## src/ddcpc_pkg.sv

```systemverilog
// constants and register map of the digital down-conversion path configuration
// assumes a host on a byte-wide register port and a sample stream on one clock
// Operation
// - source select 00 routes A to down-converter A, 01 to both.
// - digital-path bit 0 bypasses feature block, 1 passes through it only while the decimator-enable bit is also set.
// - one decimator-enable bit turns decimation of both channels on or off.
// - source select acts only while the multiplexer-apply bit is set.
// - three-bit field: 000 none, 001..101 decimate by 2 to 32.
// - real-output bit gives low-pass only, no mixing; clear gives complex mixing. No low-pass filter is built: real output passes the samples unfiltered.
// - phase-invert bit inverts the oscillator phase.
// - channel A gain code 00 none, 01 3 dB, 10 6 dB.
// - channel B gain uses the same encoding as channel A.
// - toggling restart A resets phase A and loads new frequency; never self-clears.
// - toggling restart B resets phase B and loads new frequency; never self-clears.
// - quarter-rate bit A mixes down-converter A by a quarter sample rate.
// - quarter-rate bit B mixes down-converter B by a quarter sample rate.
// - each oscillator frequency word is 32 bits, f times 2^32 over rate.
// - real decimation forces oscillator frequency words to zero.
package ddcpc_pkg;

  // ----------------------------------------------------------------
  // register offsets
  // ----------------------------------------------------------------
  localparam logic [7:0] OFS_DIGITAL_PATH_CONTROL = 8'h24;
  localparam logic [7:0] OFS_DECIMATION_CONFIG = 8'h25;
  localparam logic [7:0] OFS_MIXER_CONFIG = 8'h26;
  localparam logic [7:0] OFS_FREQ_A0 = 8'h2a;
  localparam logic [7:0] OFS_FREQ_B0 = 8'h31;
  localparam logic [7:0] OFS_PATH_STATUS = 8'h38;

  // ----------------------------------------------------------------
  // field positions
  // ----------------------------------------------------------------
  localparam int BIT_SRC_SEL_LO = 3;
  localparam int BIT_DIG_PATH = 2;
  localparam int BIT_DEC_EN = 1;
  localparam int BIT_MUX_APPLY = 7;
  localparam int BIT_DEC_LO = 4;
  localparam int BIT_REAL_OUT = 3;
  localparam int BIT_PHASE_INV = 0;
  localparam int BIT_GAIN_A_LO = 6;
  localparam int BIT_RESTART_A = 5;
  localparam int BIT_QUARTER_A = 4;
  localparam int BIT_GAIN_B_LO = 2;
  localparam int BIT_RESTART_B = 1;
  localparam int BIT_QUARTER_B = 0;

  // writable bits per register; the rest store nothing
  localparam logic [7:0] MASK_DIGITAL_PATH_CONTROL = 8'h1e;
  localparam logic [7:0] MASK_DECIMATION_CONFIG = 8'hf9;

  // ----------------------------------------------------------------
  // reset values and codes
  // ----------------------------------------------------------------
  localparam logic [7:0] RST_DIGITAL_PATH_CONTROL = 8'h00;
  localparam logic [7:0] RST_DECIMATION_CONFIG = 8'h00;
  localparam logic [7:0] RST_MIXER_CONFIG = 8'h00;
  localparam logic [31:0] RST_FREQ = 32'h0000_0000;
  localparam logic [1:0] SRC_A_TO_A = 2'h0;
  localparam logic [1:0] SRC_A_TO_BOTH = 2'h1;
  localparam logic [2:0] DEC_MAX_CODE = 3'h5;
  localparam logic [1:0] GAIN_NONE = 2'h0;
  localparam logic [1:0] GAIN_3DB = 2'h1;
  localparam logic [1:0] GAIN_6DB = 2'h2;
  localparam logic [31:0] QUARTER_RATE_STEP = 32'h4000_0000;
  localparam int FIFO_DEPTH = 8;

endpackage : ddcpc_pkg

```

## src/ddcpc_fifo.sv

```systemverilog
// small synchronous fifo with valid/ready on both sides
// assumes one clock and a synchronous active-high reset
`timescale 1ns/10ps
module ddcpc_fifo #(
  parameter int WIDTH = 64,
  parameter int DEPTH = 8
) (
  // clock and reset
  input wire logic clk_i,
  input wire logic rst_i,
  // fill side
  input wire logic in_valid_i,
  output logic in_ready_o,
  input wire logic [WIDTH-1:0] in_data_i,
  // drain side
  output logic out_valid_o,
  input wire logic out_ready_i,
  output logic [WIDTH-1:0] out_data_o,
  // fill level
  output logic [$clog2(DEPTH):0] count_o
);

  localparam int AW = $clog2(DEPTH);

  logic [WIDTH-1:0] mem_reg [DEPTH];
  logic [AW-1:0] wr_ptr_reg;
  logic [AW-1:0] rd_ptr_reg;
  logic [AW:0] count_reg;
  wire logic push = in_valid_i && in_ready_o;
  wire logic pop = out_valid_o && out_ready_i;

  assign in_ready_o = (count_reg != (AW+1)'(DEPTH));
  assign out_valid_o = (count_reg != '0);
  assign out_data_o = mem_reg[rd_ptr_reg];
  assign count_o = count_reg;

  // ----------------------------------------------------------------
  // pointers and storage
  // ----------------------------------------------------------------
  // depth must be a power of two so the pointers wrap by themselves
  always_ff @(posedge clk_i) begin
    if (rst_i) begin
      wr_ptr_reg <= '0;
      rd_ptr_reg <= '0;
      count_reg <= '0;
    end else begin
      if (push) wr_ptr_reg <= wr_ptr_reg + AW'(1);
      if (pop) rd_ptr_reg <= rd_ptr_reg + AW'(1);
      if (push && !pop) count_reg <= count_reg + (AW+1)'(1);
      else if (pop && !push) count_reg <= count_reg - (AW+1)'(1);
    end
  end

  always_ff @(posedge clk_i) begin
    if (push) mem_reg[wr_ptr_reg] <= in_data_i;
  end

endmodule // ddcpc_fifo

```

## src/ddcpc_top.sv

```systemverilog
// configuration registers and sample path of the down-conversion feature block
// assumes samples synchronous to clk_i and a host on the byte register port
`timescale 1ns/10ps
module ddcpc_top
  import ddcpc_pkg::*;
#(
  parameter int SW = 16,
  parameter int DEPTH = FIFO_DEPTH
) (
  // clock and reset
  input wire logic clk_i,
  input wire logic rst_i,
  // register port
  input wire logic [7:0] addr_i,
  input wire logic [7:0] wdata_i,
  input wire logic wr_i,
  input wire logic rd_i,
  output logic [7:0] rdata_o,
  // converter samples
  input wire logic signed [SW-1:0] smp_a_i,
  input wire logic signed [SW-1:0] smp_b_i,
  input wire logic smp_valid_i,
  output logic smp_ready_o,
  // output words {a_i, a_q, b_i, b_q}
  output logic [4*SW-1:0] out_data_o,
  output logic out_valid_o,
  input wire logic out_ready_i
);

  // ----------------------------------------------------------------
  // helper functions
  // ----------------------------------------------------------------
  function automatic logic signed [SW-1:0] sat(input logic signed [SW+1:0] v);
    logic signed [SW+1:0] hi;
    logic signed [SW+1:0] lo;
    hi = (SW+2)'((2**(SW-1))-1);
    lo = -hi - (SW+2)'(1);
    if (v > hi) sat = SW'(hi);
    else if (v < lo) sat = SW'(lo);
    else sat = SW'(v);
  endfunction

  // 3 dB approximated as 1.375 to stay multiplier-free
  function automatic logic signed [SW-1:0] gain(input logic signed [SW-1:0] x, input logic [1:0] code);
    logic signed [SW+1:0] w;
    w = (SW+2)'(x);
    unique case (code)
      GAIN_3DB: gain = sat(w + (w >>> 1) - (w >>> 3));
      GAIN_6DB: gain = sat(w <<< 1);
      default: gain = x;
    endcase
  endfunction

  // coarse quadrant mixer; returns {i, q}
  function automatic logic [2*SW-1:0] mix(input logic signed [SW-1:0] x, input logic [1:0] quad,
                                          input logic inv);
    logic signed [SW-1:0] nx;
    logic signed [SW-1:0] i;
    logic signed [SW-1:0] q;
    nx = sat(-(SW+2)'(x));
    i = '0;
    q = '0;
    unique case (quad)
      2'h0: i = x;
      2'h1: q = nx;
      2'h2: i = nx;
      2'h3: q = x;
    endcase
    if (inv) q = sat(-(SW+2)'(q));
    mix = {i, q};
  endfunction

  // ----------------------------------------------------------------
  // configuration registers
  // ----------------------------------------------------------------
  logic [7:0] path_ctrl_reg;
  logic [7:0] dec_cfg_reg;
  logic [7:0] mix_cfg_reg;
  logic [31:0] freq_a_reg;
  logic [31:0] freq_b_reg;
  logic [7:0] rdata_reg;

  wire logic wr_path = wr_i && (addr_i == OFS_DIGITAL_PATH_CONTROL);
  wire logic wr_dec = wr_i && (addr_i == OFS_DECIMATION_CONFIG);
  wire logic wr_mix = wr_i && (addr_i == OFS_MIXER_CONFIG);
  wire logic [7:0] freq_a_idx = addr_i - OFS_FREQ_A0;
  wire logic [7:0] freq_b_idx = addr_i - OFS_FREQ_B0;
  wire logic wr_fa = wr_i && (freq_a_idx < 8'h04);
  wire logic wr_fb = wr_i && (freq_b_idx < 8'h04);

  wire logic [1:0] src_sel = path_ctrl_reg[BIT_SRC_SEL_LO +: 2];
  wire logic dig_path = path_ctrl_reg[BIT_DIG_PATH];
  wire logic dec_en = path_ctrl_reg[BIT_DEC_EN];
  wire logic mux_apply = dec_cfg_reg[BIT_MUX_APPLY];
  wire logic [2:0] dec_code = dec_cfg_reg[BIT_DEC_LO +: 3];
  wire logic real_out = dec_cfg_reg[BIT_REAL_OUT];
  wire logic phase_inv = dec_cfg_reg[BIT_PHASE_INV];
  wire logic [1:0] gain_a = mix_cfg_reg[BIT_GAIN_A_LO +: 2];
  wire logic [1:0] gain_b = mix_cfg_reg[BIT_GAIN_B_LO +: 2];
  wire logic quarter_a = mix_cfg_reg[BIT_QUARTER_A];
  wire logic quarter_b = mix_cfg_reg[BIT_QUARTER_B];
  wire logic real_next = wr_dec ? wdata_i[BIT_REAL_OUT] : real_out;

  // restart fires on any change of the stored bit, so both edges count
  wire logic restart_a = wr_mix && (wdata_i[BIT_RESTART_A] != mix_cfg_reg[BIT_RESTART_A]);
  wire logic restart_b = wr_mix && (wdata_i[BIT_RESTART_B] != mix_cfg_reg[BIT_RESTART_B]);

  always_ff @(posedge clk_i) begin
    if (rst_i) begin
      path_ctrl_reg <= RST_DIGITAL_PATH_CONTROL;
      dec_cfg_reg <= RST_DECIMATION_CONFIG;
      mix_cfg_reg <= RST_MIXER_CONFIG;
    end else begin
      if (wr_path) path_ctrl_reg <= wdata_i & MASK_DIGITAL_PATH_CONTROL;
      if (wr_dec) dec_cfg_reg <= wdata_i & MASK_DECIMATION_CONFIG;
      if (wr_mix) mix_cfg_reg <= wdata_i;
    end
  end

  // frequency words, zero in real mode
  always_ff @(posedge clk_i) begin
    if (rst_i) begin
      freq_a_reg <= RST_FREQ;
      freq_b_reg <= RST_FREQ;
    end else if (real_next) begin
      freq_a_reg <= '0;
      freq_b_reg <= '0;
    end else begin
      if (wr_fa) freq_a_reg[freq_a_idx[1:0]*8 +: 8] <= wdata_i;
      if (wr_fb) freq_b_reg[freq_b_idx[1:0]*8 +: 8] <= wdata_i;
    end
  end

  // ----------------------------------------------------------------
  // oscillators
  // ----------------------------------------------------------------
  logic [31:0] step_a_reg;
  logic [31:0] step_b_reg;
  logic [31:0] phase_a_reg;
  logic [31:0] phase_b_reg;
  logic [4:0] dec_cnt_reg;
  wire logic take = smp_valid_i && smp_ready_o;

  wire logic [31:0] incr_a = real_out ? '0 : (quarter_a ? QUARTER_RATE_STEP : step_a_reg);
  wire logic [31:0] incr_b = real_out ? '0 : (quarter_b ? QUARTER_RATE_STEP : step_b_reg);

  // a new frequency only takes hold at restart, so retuning is glitch-free
  always_ff @(posedge clk_i) begin
    if (rst_i) begin
      step_a_reg <= RST_FREQ;
      step_b_reg <= RST_FREQ;
      phase_a_reg <= '0;
      phase_b_reg <= '0;
    end else begin
      if (restart_a) begin
        step_a_reg <= freq_a_reg;
        phase_a_reg <= '0;
      end else if (take) phase_a_reg <= phase_a_reg + incr_a;
      if (restart_b) begin
        step_b_reg <= freq_b_reg;
        phase_b_reg <= '0;
      end else if (take) phase_b_reg <= phase_b_reg + incr_b;
    end
  end

  // ----------------------------------------------------------------
  // sample path
  // ----------------------------------------------------------------
  // source multiplexer
  wire logic both_from_a = mux_apply && (src_sel == SRC_A_TO_BOTH);
  wire logic signed [SW-1:0] src_a = smp_a_i;
  wire logic signed [SW-1:0] src_b = both_from_a ? smp_a_i : smp_b_i;

  // ratio 2^code; unused codes fall back to no decimation
  wire logic [4:0] dec_last = (dec_code <= DEC_MAX_CODE) ? 5'((6'h1 << dec_code) - 6'h1) : 5'h0;
  wire logic feature_dec = dig_path && dec_en;
  wire logic keep = !feature_dec || (dec_cnt_reg == 5'h0);

  wire logic [2*SW-1:0] mixed_a = mix(src_a, phase_a_reg[31:30], phase_inv);
  wire logic [2*SW-1:0] mixed_b = mix(src_b, phase_b_reg[31:30], phase_inv);
  wire logic [2*SW-1:0] iq_a = real_out ? {src_a, SW'(0)} : mixed_a;
  wire logic [2*SW-1:0] iq_b = real_out ? {src_b, SW'(0)} : mixed_b;

  wire logic [4*SW-1:0] feat_word = {gain(iq_a[2*SW-1:SW], gain_a), gain(iq_a[SW-1:0], gain_a),
                                     gain(iq_b[2*SW-1:SW], gain_b), gain(iq_b[SW-1:0], gain_b)};
  wire logic [4*SW-1:0] plain_word = {src_a, SW'(0), src_b, SW'(0)};
  // bypass skips mixing, gain and decimation; the source multiplexer still acts
  wire logic [4*SW-1:0] path_word = feature_dec ? feat_word : plain_word;

  // decimation drops samples without a filter; an external stage must band-limit
  always_ff @(posedge clk_i) begin
    if (rst_i) dec_cnt_reg <= 5'h0;
    else if (!feature_dec) dec_cnt_reg <= 5'h0;
    else if (take) dec_cnt_reg <= (dec_cnt_reg >= dec_last) ? 5'h0 : dec_cnt_reg + 5'h1;
  end

  logic [$clog2(DEPTH):0] fifo_count;
  wire logic push_valid = smp_valid_i && keep;

  ddcpc_fifo #(
    .WIDTH(4*SW),
    .DEPTH(DEPTH)
  ) u_fifo (
    .clk_i(clk_i),
    .rst_i(rst_i),
    .in_valid_i(push_valid),
    .in_ready_o(smp_ready_o),
    .in_data_i(path_word),
    .out_valid_o(out_valid_o),
    .out_ready_i(out_ready_i),
    .out_data_o(out_data_o),
    .count_o(fifo_count)
  );

  // ----------------------------------------------------------------
  // register read
  // ----------------------------------------------------------------
  wire logic [7:0] status_word = {2'h0, real_out, feature_dec, 4'(fifo_count)};
  wire logic [7:0] read_mux =
    (addr_i == OFS_DIGITAL_PATH_CONTROL) ? path_ctrl_reg :
    (addr_i == OFS_DECIMATION_CONFIG) ? dec_cfg_reg :
    (addr_i == OFS_MIXER_CONFIG) ? mix_cfg_reg :
    (freq_a_idx < 8'h04) ? freq_a_reg[freq_a_idx[1:0]*8 +: 8] :
    (freq_b_idx < 8'h04) ? freq_b_reg[freq_b_idx[1:0]*8 +: 8] :
    (addr_i == OFS_PATH_STATUS) ? status_word : 8'h00;

  // data stands only in the cycle after the strobe
  always_ff @(posedge clk_i) begin
    if (rst_i) rdata_reg <= 8'h00;
    else if (rd_i) rdata_reg <= read_mux;
    else rdata_reg <= 8'h00;
  end
  assign rdata_o = rdata_reg;
endmodule // ddcpc_top

```

## config.mk

```make
export PLATFORM = sky130hd
export DESIGN_NAME = ddcpc_top
export DESIGN_NICKNAME = d
export VERILOG_FILES = /design/src/ddcpc_pkg.sv /design/src/ddcpc_fifo.sv /design/src/ddcpc_top.sv
export SDC_FILE = /design/constraint.sdc
export NUM_CORES = 2
export LEC_CHECK = 0
export BUFFER_PORTS_ARGS = -buffer_cell sky130_fd_sc_hd__buf_4
export CAP_MARGIN = 20
export CORE_ASPECT_RATIO = 1.25
export CORE_MARGIN = 2
export CORE_UTILIZATION = 50
export CTS_BUF_LIST = sky130_fd_sc_hd__clkbuf_4 sky130_fd_sc_hd__clkbuf_8 sky130_fd_sc_hd__clkbuf_16
export DETAILED_ROUTE_END_ITERATION = 8
export PLACE_DENSITY = 0.66
export SYNTH_ARGS = -nofsm -noshare
export SYNTH_HDL_FRONTEND = slang
export SYNTH_SLANG_ARGS = --single-unit
```

## constraint.sdc

```tcl
create_clock -name clk_i -period 10.7 [get_ports clk_i]
set_input_delay 1.07 -clock clk_i [delete_from_list [all_inputs] [get_ports clk_i]]
set_output_delay 1.07 -clock clk_i [all_outputs]
set_load 0.03 [all_outputs]
```

==> run metrics <==
status complete, no violations; Hold WC Path Type flop to flop; H-tree depth 3; Cells after Synth 3909; Min Hold Slack 0.448 ns; Final setup viols 0; Slew @ Worst Pin 1.21 ns; Initial Util 0.503; Iter 0 DRT Violations 2333; CTS root buffer clkbuf_16; initial antenna violation count 26; Final HPWL DP 77200 microns; Yosys cell types 100; Core ar. 84000 sq um; Clk pwr share 0.327; RSZ-0062 raised after global routing false; Worst-path clk slew 0.06 ns; CTS tree done; ANT nets after route 0; sequential share of power 0.402; Post-Route WL 112000 microns; final worst path period share 0.845; crit path time final 9.04 ns; combinational power share 0.271; Peak VDD IR 0.000146 V; NetSw 2.47 mW; largest net degree at the start of global routing 94; setup TNS 0 ns; Post-Syn Area per Cell 10.8 sq um; number of flip-flops in the largest register 512; drt pass-1 iters 5; leakage dissipation 17.2 nW; fmax 0.111 GHz; IO buf count 127; GR Overflow Total 0; routed len/inst 21.8 microns; Power Internal 5.69 mW; Max Cap Viol 0; Fin. Hold Viols 0; first-pass GRT wire length 173000 microns; crit path launch type flop; Net Sw Frac 0.303; Via Count 31.1k; Reg2Reg Depth 24; Net Count, Synth 4196; Power Density 175 nW/um^2; CP Class flop to flop; vias per cell 6.08; die footprint 86800 sq um; element type at the critical path end flop; clock sinks 748; vias in the first global route 30.1k; share of layout cells above drive strength 1 0.148; postcts setup bufs 0; drt drc 0; cts repair resizes 0; num rows 119; Post-synth ARST share 0; synthesized area 42200 sq um; Rel. slew slack 0.190; YS warnings 0; WP data required 11.01 ns; Post-synth EDFFs 512; Hold Path Depth 2; Die Wd 264 microns; Post-synth top flop edfxtp_1; Hold Buf Count CTS 0; non-filler cells, final 5110; Critical Path AT 9.36 ns; area delta synth->final 10.8%; global placer's final weighted congestion 0.980; fin. max-slew vios 0; Total GRT Usage 0.255; worst-path maximum fanout 30; Yosys reg bits 748; DP Cell Count 4967; sequential share of the synthesized area 0.476; Final #Nets 4243; clock skew 0.0251 ns; clock tree buffer depth 3; Worst-Skew Late Latency 0.65 ns; Die Y-Extent 329 microns; TritonCTS buffer count 74; Ports 128
cells in the mapped netlist (10+ instances only):
master | number | area share
nand2b_1 | 36 | 0.0053
clkbuf_1 | 164 | 0.015
nor4_1 | 20 | 0.0030
ha_1 | 173 | 0.051
mux2i_1 | 31 | 0.0074
fa_1 | 60 | 0.028
buf_2 | 11 | 0.0013
and3_1 | 23 | 0.0034
mux4_2 | 144 | 0.077
dfxtp_1 | 236 | 0.11
or3_1 | 31 | 0.0046
mux2_2 | 69 | 0.018
nor3_1 | 89 | 0.011
o21ai_0 | 152 | 0.018
o22ai_1 | 23 | 0.0034
a211oi_1 | 61 | 0.011
a31oi_1 | 34 | 0.0050
inv_1 | 201 | 0.018
or2_2 | 15 | 0.0022
o31ai_1 | 29 | 0.0052
xor2_1 | 38 | 0.0079
o211ai_1 | 20 | 0.0036
buf_1 | 31 | 0.0028
a221oi_1 | 29 | 0.0060
a22oi_1 | 20 | 0.0036
nor3b_1 | 12 | 0.0021
o21a_1 | 29 | 0.0052
nor2_1 | 254 | 0.023
a21o_1 | 41 | 0.0073
and2_1 | 76 | 0.011
nand3_1 | 123 | 0.015
xnor2_1 | 69 | 0.014
nand4_1 | 12 | 0.0018
a21oi_1 | 405 | 0.048
nor2b_1 | 21 | 0.0031
o21bai_1 | 16 | 0.0028
a311oi_1 | 10 | 0.0021
nand2_1 | 407 | 0.036
edfxtp_1 | 512 | 0.36
layout by cell type (no fill, tap or decap), drive strengths merged, types with 36 or more instances in the layout:
| cell type | Yosys | routed |
|---|---|---|
| edfxtp | 512 | 512 |
| nand2 | 408 | 408 |
| a21oi | 406 | 406 |
| nor2 | 254 | 254 |
| dfxtp | 236 | 236 |
| inv | 201 | 205 |
| buf | 44 | 178 |
| ha | 173 | 173 |
| o21ai | 159 | 159 |
| mux4 | 144 | 144 |
| nand3 | 125 | 125 |
| clkbuf | 164 | 97 |
| nor3 | 91 | 91 |
| and2 | 77 | 77 |
| mux2 | 71 | 71 |
| xnor2 | 69 | 69 |
| a211oi | 63 | 63 |
| fa | 60 | 60 |
| a21o | 41 | 41 |
| xor2 | 38 | 38 |
| nand2b | 36 | 36 |
logic make-up after synthesis:
kind of cell / synth area share
mux: 0.103
compound gates: 0.149
xor+xnor: 0.0222
flops: 0.476
simple gates: 0.132
buf+inv: 0.0371
fa+ha+maj: 0.0805
power groups by stage:
stage	Sequential (mW)	Combinational, mW	Clock [mW]
CTS	3.29	2.24	2.71
floorplan	3.29	1.69	0
detailed placement	3.35	2.22	0
finish	3.28	2.21	2.67
global placement	3.34	2.22	0
global route	3.30	2.40	2.83
through the flow:
stage	setup slack, ns	cell area, sq um	total power [mW]	utilization
floorplan	2.66	42200	4.98	-
global placement	1.45	44200	5.56	0.526
detailed placement	1.31	44200	5.57	0.526
CTS	1.81	46700	8.24	0.556
global route	0.952	46700	8.53	0.557
finish	1.66	46700	8.16	0.557
routing by layer:
| metal | track usage | vias up | part of all wire |
|---|---|---|---|
| met2 | 0.439 | 898 | 0.50 |
| li1 | - | 14700 | - |
| met5 | 0 | - | 0.0018 |
| met3 | 0.0496 | 235 | 0.061 |
| met1 | 0.319 | 15200 | 0.41 |
| met4 | 0.0939 | 32 | 0.033 |
path summary, 6_finish.rpt:
| kind | startpoint | end | slack, ns |
|---|---|---|---|
| max | dec_cfg_reg[7]$_SDFFE_PP0P_ | u_fifo.mem_reg[7][1]$_DFFE_PP_ | 1.66 |
| min | step_b_reg[29]$_SDFFE_PP0P_ | step_b_reg[29]$_SDFFE_PP0P_ | 0.45 |
| max reg2reg | dec_cfg_reg[7]$_SDFFE_PP0P_ | u_fifo.mem_reg[7][1]$_DFFE_PP_ | 1.66 |
| min reg2reg | step_b_reg[29]$_SDFFE_PP0P_ | step_b_reg[29]$_SDFFE_PP0P_ | 0.45 |
worst max-delay path: stages, from the launching register on:
cell	delay, ns
dfxtp_1	0.41
nand3b_1	0.36
buf_4	0.40
a21oi_1	0.47
nand4_1	0.42
or3_1	0.68
a21o_1	0.24
a211oi_1	0.54
or3_1	0.45
nor4_4	0.16
o311ai_1	0.86
inv_1	0.16
fa_1	0.57
inv_1	0.04
ha_1	0.22
nor3_1	0.29
a21boi_0	0.41
o21a_1	0.19
o211ai_1	0.14
a211oi_1	0.24
o31ai_1	0.10
buf_4	0.19
a211oi_1	0.27
a211oi_1	0.08
a211oi_1	0.77
cell type report:
class | instances | area [sq um]
clock buffer | 96 | 2070
tap | 1089 | 1360
fill | 7261 | 37200
multi-input combinational | 2751 | 20600
antenna | 9 | 22.5
timing repair buffer | 179 | 1380
sequential | 748 | 20100
inverter | 202 | 758
clock inverter | 36 | 452
(Power assumes the default switching activity.)
